`config.mk`:
```
export PLATFORM = sky130hd
export DESIGN_NAME = rcsw_top
export DESIGN_NICKNAME = d
export VERILOG_FILES = /design/src/shared/rcsw_pkg.sv /design/src/verilog/rcsw_loop_calc.sv /design/src/verilog/rcsw_sync_edge.sv /design/src/verilog/rcsw_top.sv
export SDC_FILE = /design/constraint.sdc
export NUM_CORES = 1
export LEC_CHECK = 0
export ABC_CLOCK_PERIOD_IN_PS = 2890
export BUFFER_PORTS_ARGS = -buffer_cell sky130_fd_sc_hd__clkbuf_2
export CAP_MARGIN = 25
export CORE_ASPECT_RATIO = 0.9
export CORE_MARGIN = 2
export CORE_UTILIZATION = 40
export CTS_BUF_LIST = sky130_fd_sc_hd__clkbuf_8
export CTS_CLUSTER_SIZE = 14
export DETAILED_ROUTE_END_ITERATION = 12
export GPL_TIMING_DRIVEN = 0
export SYNTH_ARGS = -nofsm -noshare
export SYNTH_HDL_FRONTEND = slang
export SYNTH_SLANG_ARGS = --single-unit
```
`constraint.sdc`:
```
create_clock -name i_clk -period 2.89 [get_ports i_clk]
set_input_delay 0.578 -clock i_clk [delete_from_list [all_inputs] [get_ports i_clk]]
set_output_delay 0.578 -clock i_clk [all_outputs]
set_load 0.005 [all_outputs]
```
`src/shared/rcsw_pkg.sv`:
```
// constants and types for the reference clock switchover and loop configuration block
package rcsw_pkg;
    // ==========================================================
    // register byte offsets
    localparam logic [7:0] RCSW_CTRL_OFS = 8'h00;
    localparam logic [7:0] RCSW_STATUS_OFS = 8'h04;
    localparam logic [7:0] RCSW_LOADCAP_OFS = 8'h08;
    localparam logic [7:0] RCSW_LOOP_BASE = 8'h10;
    localparam logic [7:0] RCSW_MULT_BASE = 8'h20;
    // ==========================================================
    // control register fields
    localparam int RCSW_PRIM_BIT = 0;
    localparam int RCSW_MODE_LSB = 1;
    localparam int RCSW_LOAD_LSB = 8;
    localparam int RCSW_DRV_LSB = 16;
    localparam logic RCSW_PRIM_RST = 1'b0;
    localparam logic [1:0] RCSW_MODE_RST = 2'h0;
    localparam logic [4:0] RCSW_LOAD_RST = 5'h00;
    localparam logic [7:0] RCSW_DRV_RST = 8'h11;
    // ==========================================================
    // loop register fields and limits
    localparam int RCSW_DIV_LSB = 0;
    localparam int RCSW_INT_LSB = 8;
    localparam int RCSW_FRAC_LSB = 24;
    localparam logic [6:0] RCSW_DIV_RST = 7'h00;
    localparam logic [11:0] RCSW_INT_RST = 12'h000;
    localparam logic [3:0] RCSW_FRAC_RST = 4'h0;
    localparam logic [6:0] RCSW_DIV_MIN = 7'h01;
    localparam logic [6:0] RCSW_DIV_MIN_L3 = 7'h03;
    localparam logic [13:0] RCSW_MULT_MIN_L0 = 14'h000a;
    localparam logic [13:0] RCSW_MULT_MAX_L0 = 14'h200e;
    localparam logic [13:0] RCSW_MULT_MIN = 14'h0001;
    localparam logic [13:0] RCSW_MULT_MIN_L3 = 14'h000c;
    localparam logic [13:0] RCSW_MULT_MAX = 14'h0fff;
    // ==========================================================
    // load capacitance in eighths of a picofarad, and loss detection
    localparam logic [5:0] RCSW_CAP_BASE = 6'h1c;
    localparam logic [1:0] RCSW_LOSS_EDGES = 2'h2;
    // ==========================================================
    // switch state machine
    typedef enum logic [1:0] {
        RCSW_ST_RUN = 2'b01,
        RCSW_ST_GAP = 2'b10
    } rcsw_state_e;
endpackage

```
`src/verilog/rcsw_loop_calc.sv`:
```
// multiplier, legality and power-down decode for one synthesis loop
`timescale 1ns/1ps
`default_nettype none
module rcsw_loop_calc #(
    parameter bit IS_FRAC = 1'b0,
    parameter bit HAS_PD = 1'b1,
    parameter logic [6:0] DIV_MIN = 7'h01,
    parameter logic [13:0] MULT_MIN = 14'h0001,
    parameter logic [13:0] MULT_MAX = 14'h0fff
) (
    input wire logic [6:0] i_div,
    input wire logic [11:0] i_int,
    input wire logic [3:0] i_frac,
    output logic [13:0] o_mult,
    output logic o_power_down,
    output logic o_cfg_ok
);
    logic [13:0] twice;
    logic frac_ok;

    always_comb begin
        twice = {1'b0, i_int, 1'b0};
        frac_ok = 1'b1;
        if (IS_FRAC) begin
            // 2n + a + 1 with a fraction, 2n without
            o_mult = (i_frac != 4'h0) ? twice + {10'h000, i_frac} + 14'h0001 : twice;
            frac_ok = (i_frac == 4'h0) || ({8'h00, i_frac} < i_int);
        end else begin
            o_mult = {2'h0, i_int};
        end
        o_power_down = HAS_PD && (i_div == 7'h00);
        o_cfg_ok = frac_ok && (i_div >= DIV_MIN) && (o_mult >= MULT_MIN) && (o_mult <= MULT_MAX);
    end
endmodule
`default_nettype wire

```
`src/verilog/rcsw_sync_edge.sv`:
```
// two-stage synchroniser with edge detection for one asynchronous pin
`timescale 1ns/1ps
`default_nettype none
module rcsw_sync_edge (
    input wire logic i_clk,
    input wire logic i_rst,
    input wire logic i_pin,
    output logic o_level,
    output logic o_rise,
    output logic o_edge
);
    logic meta_reg;
    logic sync_reg;
    logic last_reg;

    always_ff @(posedge i_clk) begin
        if (i_rst) begin
            meta_reg <= 1'b0;
            sync_reg <= 1'b0;
            last_reg <= 1'b0;
        end else begin
            meta_reg <= i_pin;
            sync_reg <= meta_reg;
            last_reg <= sync_reg;
        end
    end

    assign o_level = sync_reg;
    assign o_rise = sync_reg & ~last_reg;
    assign o_edge = sync_reg ^ last_reg;
endmodule
`default_nettype wire

```
`src/verilog/rcsw_top.sv`:
```
// reference clock switchover and loop divider configuration with apb registers
//
// Overview of operation
// - loops 0-2 divider 1-127, zero powers down
// - loop 0 multiplier 2n+a+1, or 2n
// - loops 1-3 multiplier equals n directly
// - source bit picks which input is primary
// - mode upper bit low means manual switchover
// - manual mode follows the select pin
// - manual change makes no output glitch
// - two secondary cycles without primary edge switch
// - revert to primary once it returns
// - switching is asynchronous to both references
// - load cap is 3.5 pF plus code steps
`timescale 1ns/1ps
`default_nettype none
module rcsw_top
    import rcsw_pkg::*;
(
    input wire logic i_clk,
    input wire logic i_rst,
    input wire logic i_psel,
    input wire logic i_penable,
    input wire logic i_pwrite,
    input wire logic [7:0] i_paddr,
    input wire logic [31:0] i_pwdata,
    output logic [31:0] o_prdata,
    output logic o_pready,
    output logic o_pslverr,
    input wire logic i_crystal_or_reference_input,
    input wire logic i_second_clock_input,
    input wire logic i_input_clock_select_pin,
    output logic o_ref_clk,
    output logic o_secondary_selected,
    output logic [3:0] o_loop_power_down,
    output logic [5:0] o_load_cap_eighths,
    output logic [7:0] o_crystal_drive_strength
);
    // ==========================================================
    // pin synchronisers
    logic crf_lvl, crf_rise, crf_edge;
    logic cin_lvl, cin_rise, cin_edge;
    logic csel_lvl;

    rcsw_sync_edge u_sync_crf (
        .i_clk(i_clk),
        .i_rst(i_rst),
        .i_pin(i_crystal_or_reference_input),
        .o_level(crf_lvl),
        .o_rise(crf_rise),
        .o_edge(crf_edge)
    );
    rcsw_sync_edge u_sync_cin (
        .i_clk(i_clk),
        .i_rst(i_rst),
        .i_pin(i_second_clock_input),
        .o_level(cin_lvl),
        .o_rise(cin_rise),
        .o_edge(cin_edge)
    );
    rcsw_sync_edge u_sync_sel (
        .i_clk(i_clk),
        .i_rst(i_rst),
        .i_pin(i_input_clock_select_pin),
        .o_level(csel_lvl),
        .o_rise(),
        .o_edge()
    );

    // ==========================================================
    // configuration registers
    logic prim_reg, prim_next;
    logic [1:0] mode_reg, mode_next;
    logic [4:0] load_reg, load_next;
    logic [7:0] drv_reg, drv_next;
    logic [3:0][6:0] div_reg, div_next;
    logic [3:0][11:0] int_reg, int_next;
    logic [3:0] frac_reg, frac_next;
    logic [3:0][13:0] mult;
    logic [3:0] pd_comb, cfg_ok;
    logic [1:0] loss_cnt_reg, loss_cnt_next;

    genvar gi;
    generate
        for (gi = 0; gi < 4; gi++) begin : g_loop
            rcsw_loop_calc #(
                .IS_FRAC(gi == 0),
                .HAS_PD(gi != 3),
                .DIV_MIN((gi == 3) ? RCSW_DIV_MIN_L3 : RCSW_DIV_MIN),
                .MULT_MIN((gi == 0) ? RCSW_MULT_MIN_L0 :
                          ((gi == 3) ? RCSW_MULT_MIN_L3 : RCSW_MULT_MIN)),
                .MULT_MAX((gi == 0) ? RCSW_MULT_MAX_L0 : RCSW_MULT_MAX)
            ) u_calc (
                .i_div(div_reg[gi]),
                .i_int(int_reg[gi]),
                .i_frac((gi == 0) ? frac_reg : 4'h0),
                .o_mult(mult[gi]),
                .o_power_down(pd_comb[gi]),
                .o_cfg_ok(cfg_ok[gi])
            );
        end
    endgenerate

    // ==========================================================
    // apb slave
    logic access, hit, in_loop, in_mult;
    logic [1:0] idx;
    logic [31:0] rdata;
    logic pready_next, pslverr_next;
    logic [31:0] prdata_next;

    always_comb begin
        access = i_psel && i_penable && !o_pready;
        idx = i_paddr[3:2];
        in_loop = (i_paddr[7:4] == RCSW_LOOP_BASE[7:4]) && (i_paddr[1:0] == 2'h0);
        in_mult = (i_paddr[7:4] == RCSW_MULT_BASE[7:4]) && (i_paddr[1:0] == 2'h0);
        hit = in_loop || in_mult || (i_paddr == RCSW_CTRL_OFS) ||
              (i_paddr == RCSW_STATUS_OFS) || (i_paddr == RCSW_LOADCAP_OFS);
        rdata = 32'h0000_0000;
        if (i_paddr == RCSW_CTRL_OFS) begin
            rdata[RCSW_PRIM_BIT] = prim_reg;
            rdata[RCSW_MODE_LSB +: 2] = mode_reg;
            rdata[RCSW_LOAD_LSB +: 5] = load_reg;
            rdata[RCSW_DRV_LSB +: 8] = drv_reg;
        end else if (i_paddr == RCSW_STATUS_OFS) begin
            rdata[0] = o_secondary_selected;
            rdata[1] = (loss_cnt_reg == RCSW_LOSS_EDGES);
            rdata[2] = mode_reg[1];
            rdata[7:4] = o_loop_power_down;
            rdata[11:8] = cfg_ok;
        end else if (i_paddr == RCSW_LOADCAP_OFS) begin
            rdata[5:0] = o_load_cap_eighths;
        end else if (in_loop) begin
            rdata[RCSW_DIV_LSB +: 7] = div_reg[idx];
            rdata[RCSW_INT_LSB +: 12] = int_reg[idx];
            rdata[RCSW_FRAC_LSB +: 4] = (idx == 2'h0) ? frac_reg : 4'h0;
        end else if (in_mult) begin
            rdata[13:0] = mult[idx];
        end
        pready_next = access;
        pslverr_next = access && !hit;
        prdata_next = access ? rdata : o_prdata;
        prim_next = prim_reg;
        mode_next = mode_reg;
        load_next = load_reg;
        drv_next = drv_reg;
        div_next = div_reg;
        int_next = int_reg;
        frac_next = frac_reg;
        if (access && i_pwrite) begin
            if (i_paddr == RCSW_CTRL_OFS) begin
                prim_next = i_pwdata[RCSW_PRIM_BIT];
                mode_next = i_pwdata[RCSW_MODE_LSB +: 2];
                load_next = i_pwdata[RCSW_LOAD_LSB +: 5];
                drv_next = i_pwdata[RCSW_DRV_LSB +: 8];
            end else if (in_loop) begin
                div_next[idx] = i_pwdata[RCSW_DIV_LSB +: 7];
                int_next[idx] = i_pwdata[RCSW_INT_LSB +: 12];
                if (idx == 2'h0) begin
                    frac_next = i_pwdata[RCSW_FRAC_LSB +: 4];
                end
            end
        end
    end

    always_ff @(posedge i_clk) begin
        if (i_rst) begin
            o_pready <= 1'b0;
            o_pslverr <= 1'b0;
            o_prdata <= 32'h0000_0000;
            prim_reg <= RCSW_PRIM_RST;
            mode_reg <= RCSW_MODE_RST;
            load_reg <= RCSW_LOAD_RST;
            drv_reg <= RCSW_DRV_RST;
            div_reg <= {4{RCSW_DIV_RST}};
            int_reg <= {4{RCSW_INT_RST}};
            frac_reg <= RCSW_FRAC_RST;
        end else begin
            o_pready <= pready_next;
            o_pslverr <= pslverr_next;
            o_prdata <= prdata_next;
            prim_reg <= prim_next;
            mode_reg <= mode_next;
            load_reg <= load_next;
            drv_reg <= drv_next;
            div_reg <= div_next;
            int_reg <= int_next;
            frac_reg <= frac_next;
        end
    end

    // ==========================================================
    // loss detection and glitch-free switch
    logic pri_lvl, sec_lvl, pri_edge, sec_rise;
    logic want, cur_lvl, tgt_lvl;
    rcsw_state_e st_reg, st_next;
    logic sel_next, out_next;
    logic [5:0] cap_next;

    always_comb begin
        // which pin is primary
        pri_lvl = prim_reg ? cin_lvl : crf_lvl;
        sec_lvl = prim_reg ? crf_lvl : cin_lvl;
        pri_edge = prim_reg ? cin_edge : crf_edge;
        sec_rise = prim_reg ? crf_rise : cin_rise;
        loss_cnt_next = loss_cnt_reg;
        if (pri_edge) begin
            loss_cnt_next = 2'h0;
        end else if (sec_rise && loss_cnt_reg != RCSW_LOSS_EDGES) begin
            loss_cnt_next = loss_cnt_reg + 2'h1;
        end
        // manual follows the pin, automatic follows loss and reverts
        if (mode_reg[1]) begin
            want = (loss_cnt_reg == RCSW_LOSS_EDGES);
        end else begin
            want = csel_lvl;
        end
        cur_lvl = o_secondary_selected ? sec_lvl : pri_lvl;
        tgt_lvl = want ? sec_lvl : pri_lvl;
        st_next = st_reg;
        sel_next = o_secondary_selected;
        out_next = 1'b0;
        case (st_reg)
            RCSW_ST_RUN: begin
                out_next = cur_lvl;
                // leave while low, or at once when a lost primary is stuck high
                if (want != o_secondary_selected && (!o_ref_clk || (mode_reg[1] && want))) begin
                    st_next = RCSW_ST_GAP;
                    out_next = 1'b0;
                end
            end
            RCSW_ST_GAP: begin
                if (!tgt_lvl) begin
                    sel_next = want;
                    st_next = RCSW_ST_RUN;
                end
            end
            default: begin
                st_next = RCSW_ST_RUN;
            end
        endcase
        cap_next = RCSW_CAP_BASE + {1'b0, load_reg};
    end

    always_ff @(posedge i_clk) begin
        if (i_rst) begin
            loss_cnt_reg <= 2'h0;
            st_reg <= RCSW_ST_RUN;
            o_secondary_selected <= 1'b0;
            o_ref_clk <= 1'b0;
            o_loop_power_down <= 4'h0;
            o_load_cap_eighths <= RCSW_CAP_BASE;
            o_crystal_drive_strength <= RCSW_DRV_RST;
        end else begin
            loss_cnt_reg <= loss_cnt_next;
            st_reg <= st_next;
            o_secondary_selected <= sel_next;
            o_ref_clk <= out_next;
            o_loop_power_down <= pd_comb;
            o_load_cap_eighths <= cap_next;
            o_crystal_drive_strength <= drv_reg;
        end
    end

    // ==========================================================
    // assertions
    property p_loop_pd;
        @(posedge i_clk) disable iff (i_rst)
        (!i_rst && div_reg[1] == 7'h00) |=> o_loop_power_down[1];
    endproperty
    a_loop_pd: assert property (p_loop_pd) else $error("loop 1 not powered down");
    property p_l3_div;
        @(posedge i_clk) disable iff (i_rst)
        (div_reg[3] < 7'h03) |-> !cfg_ok[3] && !pd_comb[3];
    endproperty
    a_l3_div: assert property (p_l3_div) else $error("loop 3 low divider accepted");
    property p_mult0;
        @(posedge i_clk) disable iff (i_rst)
        (frac_reg != 4'h0) |-> mult[0] == {1'b0, int_reg[0], 1'b0} + {10'h000, frac_reg} + 14'h1;
    endproperty
    a_mult0: assert property (p_mult0) else $error("loop 0 fractional multiplier wrong");
    property p_mult3;
        @(posedge i_clk) disable iff (i_rst)
        1'b1 |-> mult[3] == {2'h0, int_reg[3]} && (int_reg[3] >= 12'h00c || !cfg_ok[3]);
    endproperty
    a_mult3: assert property (p_mult3) else $error("loop 3 multiplier wrong");
    property p_loss_clear;
        @(posedge i_clk) disable iff (i_rst)
        pri_edge |=> loss_cnt_reg == 2'h0;
    endproperty
    a_loss_clear: assert property (p_loss_clear) else $error("primary edge kept loss count");
    property p_auto_want;
        @(posedge i_clk) disable iff (i_rst)
        mode_reg[1] && $rose(loss_cnt_reg == RCSW_LOSS_EDGES) |-> $past(sec_rise) && !$past(pri_edge);
    endproperty
    a_auto_want: assert property (p_auto_want) else $error("loss seen without cause");
    property p_sel_cause;
        @(posedge i_clk) disable iff (i_rst)
        $changed(o_secondary_selected) |-> $past(st_reg == RCSW_ST_GAP) && $past(want) == o_secondary_selected;
    endproperty
    a_sel_cause: assert property (p_sel_cause) else $error("selection changed without request");
    property p_gap_low;
        @(posedge i_clk) disable iff (i_rst)
        (st_reg == RCSW_ST_GAP) |-> !o_ref_clk ##1 (st_reg == RCSW_ST_RUN || !o_ref_clk);
    endproperty
    a_gap_low: assert property (p_gap_low) else $error("output high during switch gap");
    property p_run_follow;
        @(posedge i_clk) disable iff (i_rst)
        (st_reg == RCSW_ST_RUN && !o_secondary_selected && want == 1'b0) |=> o_ref_clk == $past(pri_lvl);
    endproperty
    a_run_follow: assert property (p_run_follow) else $error("primary not passed through");
    property p_cap;
        @(posedge i_clk) disable iff (i_rst)
        1'b1 |=> o_load_cap_eighths == RCSW_CAP_BASE + {1'b0, $past(load_reg)};
    endproperty
    a_cap: assert property (p_cap) else $error("load capacitance wrong");
    c_auto_sec: cover property (@(posedge i_clk) disable iff (i_rst)
        mode_reg[1] && $rose(o_secondary_selected));
    c_auto_rev: cover property (@(posedge i_clk) disable iff (i_rst)
        mode_reg[1] && $fell(o_secondary_selected));
    c_manual: cover property (@(posedge i_clk) disable iff (i_rst)
        !mode_reg[1] && $rose(o_secondary_selected));
    c_slverr: cover property (@(posedge i_clk) disable iff (i_rst) o_pready && o_pslverr);
endmodule
`default_nettype wire
```
==> metrics <==
status=finished clean; share of cells above drive strength 1=0.168; clock share of power=0.435; peak supply drop=between 300 and 400 uV; CTS HTree Levels=4; core area=0.0183 mm2; maximum clock rate=0.377 GHz; cts hold-fix bufs=0; critical path data arrival time=3.06 ns; worst-path maximum fanout=10; xor/xnor share of the synthesized area=0.0178; Avg WL per Cell=19.7 um; unrepaired setup endpoints after global routing=false; sequential power share=0.498; combinational family with the most area after synthesis=simple AND/OR/NAND/NOR gates; routability congestion estimate=0.953; Top FF cell, synth=dfxtp_1; Pleak=around 3.2 nW; Final WS setup=approximately 0.23 ns; placed cells=1,256; Layout Cells excl Fill=1,288; CTS buffer count=17; input/output buffers=just under 90; Slew HR=0.398; Int Pwr=3.24 mW; worst min path class=input port to flop; combined area of the multi-input logic cells=0.00389 mm2; Die W=147 um; commonest non-fill, non-tap cell in the layout=nand2_1; Hold WS=0.315 ns; largest net degree at the start of global routing=17; worst slack at placement=-0.323 ns; Post-synth ARST share=0; Avg Cell Area, Syn=8.06 um2; most frequent cells in the layout=212 x nand2_1, 157 x dfxtp_1, 116 x a21oi_1; Seq/Total Area, Yosys=0.425; CTS clk-pin slew, worst paths=0.09 ns; EDFF count, synth=0; antenna violations before repair=0; slew at the pin with the worst max-slew slack=0.895 ns; initial drt markers=around 700; gr ovfl total=0; Largest register FFs=48; Yosys cell types=67; Initial Util=0.405; Syn. warnings=0; post-synthesis cell area=0.00740 mm2; Clock Sinks=between 150 and 200; post-synthesis mux area share=0.0475; Synth Instances=918; Post-DP HPWL=a little under 20 mm; final clock skew=0.0202 ns; synth-to-layout area growth=16.6%; Post-route DRC=0; compound-gate portion of the synthesized area=0.204; vias in the first global route=approximately 6,400; Post-Synth Simple-Gate Area=0.234; first-pass GRT wire length=between 30 and 40 mm; Gate power share=0.067; Seq cells post-synth=157; Pwr Density=510 mW/mm2; Worst Path Required=3.29 ns; reg-to-reg slack, setup=0.24 ns; Total Die Area=0.0196 mm2; final period utilization=0.919; CP Class=input port to flop; Initial DRT Pass Iterations=5; FF/Latch Area=0.00314 mm2; Worst setup EP type=flop; Sw Ratio=0.262; antenna cells=0; final worst path period need=about 2.7 ns; routed wire length=25.4 mm; Final Hold Vio Count=0; final setup violation count=0; # rows=47; Clock Tree Buf Depth=2; die height=133 um; Psw=1.15 mW; Clock Latency Late Sink=between 0.4 and 0.5 ns; maxcap violations=0; crit start category=input port; root buf cell=clkbuf_8; Slew Limit Fails=0; via-per-instance ratio=approximately 5.5; GRT Overall Usage=0.258; Fillers=about 1,900; io pins=about 100; Vias=between 7,000 and 8,000; Layout Nets=1,089; CTS tree=done; Detail Route Antenna Nets=0; Synth Area in Adders=0.0196
-- path summary, 6_finish.rpt --
kind                                              startpoint                  end  cells after the start
worst max-delay path                              i_paddr[2]         o_prdata[15]                      7
worst min-delay path            i_crystal_or_reference_input  u_sync_crf.meta_reg                      2
worst max register to register                   frac_reg[1]          o_prdata[5]                      8
worst min register to register           u_sync_cin.meta_reg   u_sync_cin.o_level                      1
-- power groups by stage --
stage	Combinational, mW	Clock [mW]	Sequential, mW
detailed placement	0.286	0	2.24
floorplan	0.147	0	2.24
finish	0.294	1.91	2.19
global placement	0.287	0	2.24
global route	0.315	2.02	2.19
CTS	0.287	1.93	2.19
-- area by class of cell --
class | count | area share
Sequential cell | 157 | 0.364
Clock buffer | 17 | 0.0271
Multi-Input combinational cell | 682 | 0.451
Timing Repair Buffer | 89 | 0.0516
Inverter | 15 | 0.00653
Tap cell | 245 | 0.0355
Buffer | 68 | 0.0381
Clock inverter | 15 | 0.0258
-- cell families (layout without fill, tap and decap cells) --
group,Yosys count,in the layout
adders and majority gates,11,11
muxes,27,27
buffers and inverters,83,204
other,1,5
and+or+nand+nor,377,377
AOI/OAI and AO/OA,247,247
xor gates and xnor gates,15,15
DFF,157,157
-- through the flow --
stage	setup TNS (ns)	cell area [um2]	utilization	power, mW
final	0	8630	0.472	4.40
after global routing	0	8630	0.472	4.53
after detailed placement	-5.21	8170	0.447	2.53
after CTS	0	8620	0.472	4.41
after global placement	-5.41	8170	0.447	2.53
after floorplan	0	7420	-	2.38
-- worst max-delay path, stage by stage --
cell and delay (ns):
buf_2 0.20, buf_1 0.59, buf_1 0.66, mux2i_1 0.24
a21oi_1 0.39, o211ai_1 0.22, a21oi_1 0.17
-- routing by layer --
layer | up-vias | routed length (um) | global-route usage
met5 | - | 0 | 0
met4 | 0 | 740 | 0.0865
met3 | 48 | 2230 | 0.0759
met2 | 309 | 10300 | 0.359
met1 | 3313 | 12100 | 0.378
li1 | 3444 | - | -
-- synth_stat cells, drive strengths merged (5+ instances only) --
library cell  count  share of area
nand2           213           0.11
dfxtp           157           0.42
a21oi           123          0.087
o21ai            49          0.033
clkbuf           45          0.023
nor2             41          0.022
nand3            24          0.016
buf              23          0.021
nor2b            22          0.019
nor3             18          0.014
mux2i            16          0.022
inv              15         0.0076
nor4             15          0.013
ha               10          0.017
a211oi            9         0.0091
a22o              9          0.011
o211ai            9         0.0091
nand2b            8         0.0068
xnor2             8         0.0095
a22oi             7         0.0071
or2               7         0.0059
xor2              7         0.0083
a31oi             6         0.0051
mux4              6          0.018
nor3b             6         0.0074
a32o              5         0.0068
mux2              5         0.0076
nand4             5         0.0042
-- repair_timing --
| item | 4_1_cts | 5_1_grt |
|---|---|---|
| endpoints found under the setup margin | 0 | 1 |
| endpoints found under the hold margin | 0 | 0 |
| resized for setup | 0 | 2 |
| buffers inserted | 0 | 0 |
Note: power is estimated with default switching activity, not from simulation.
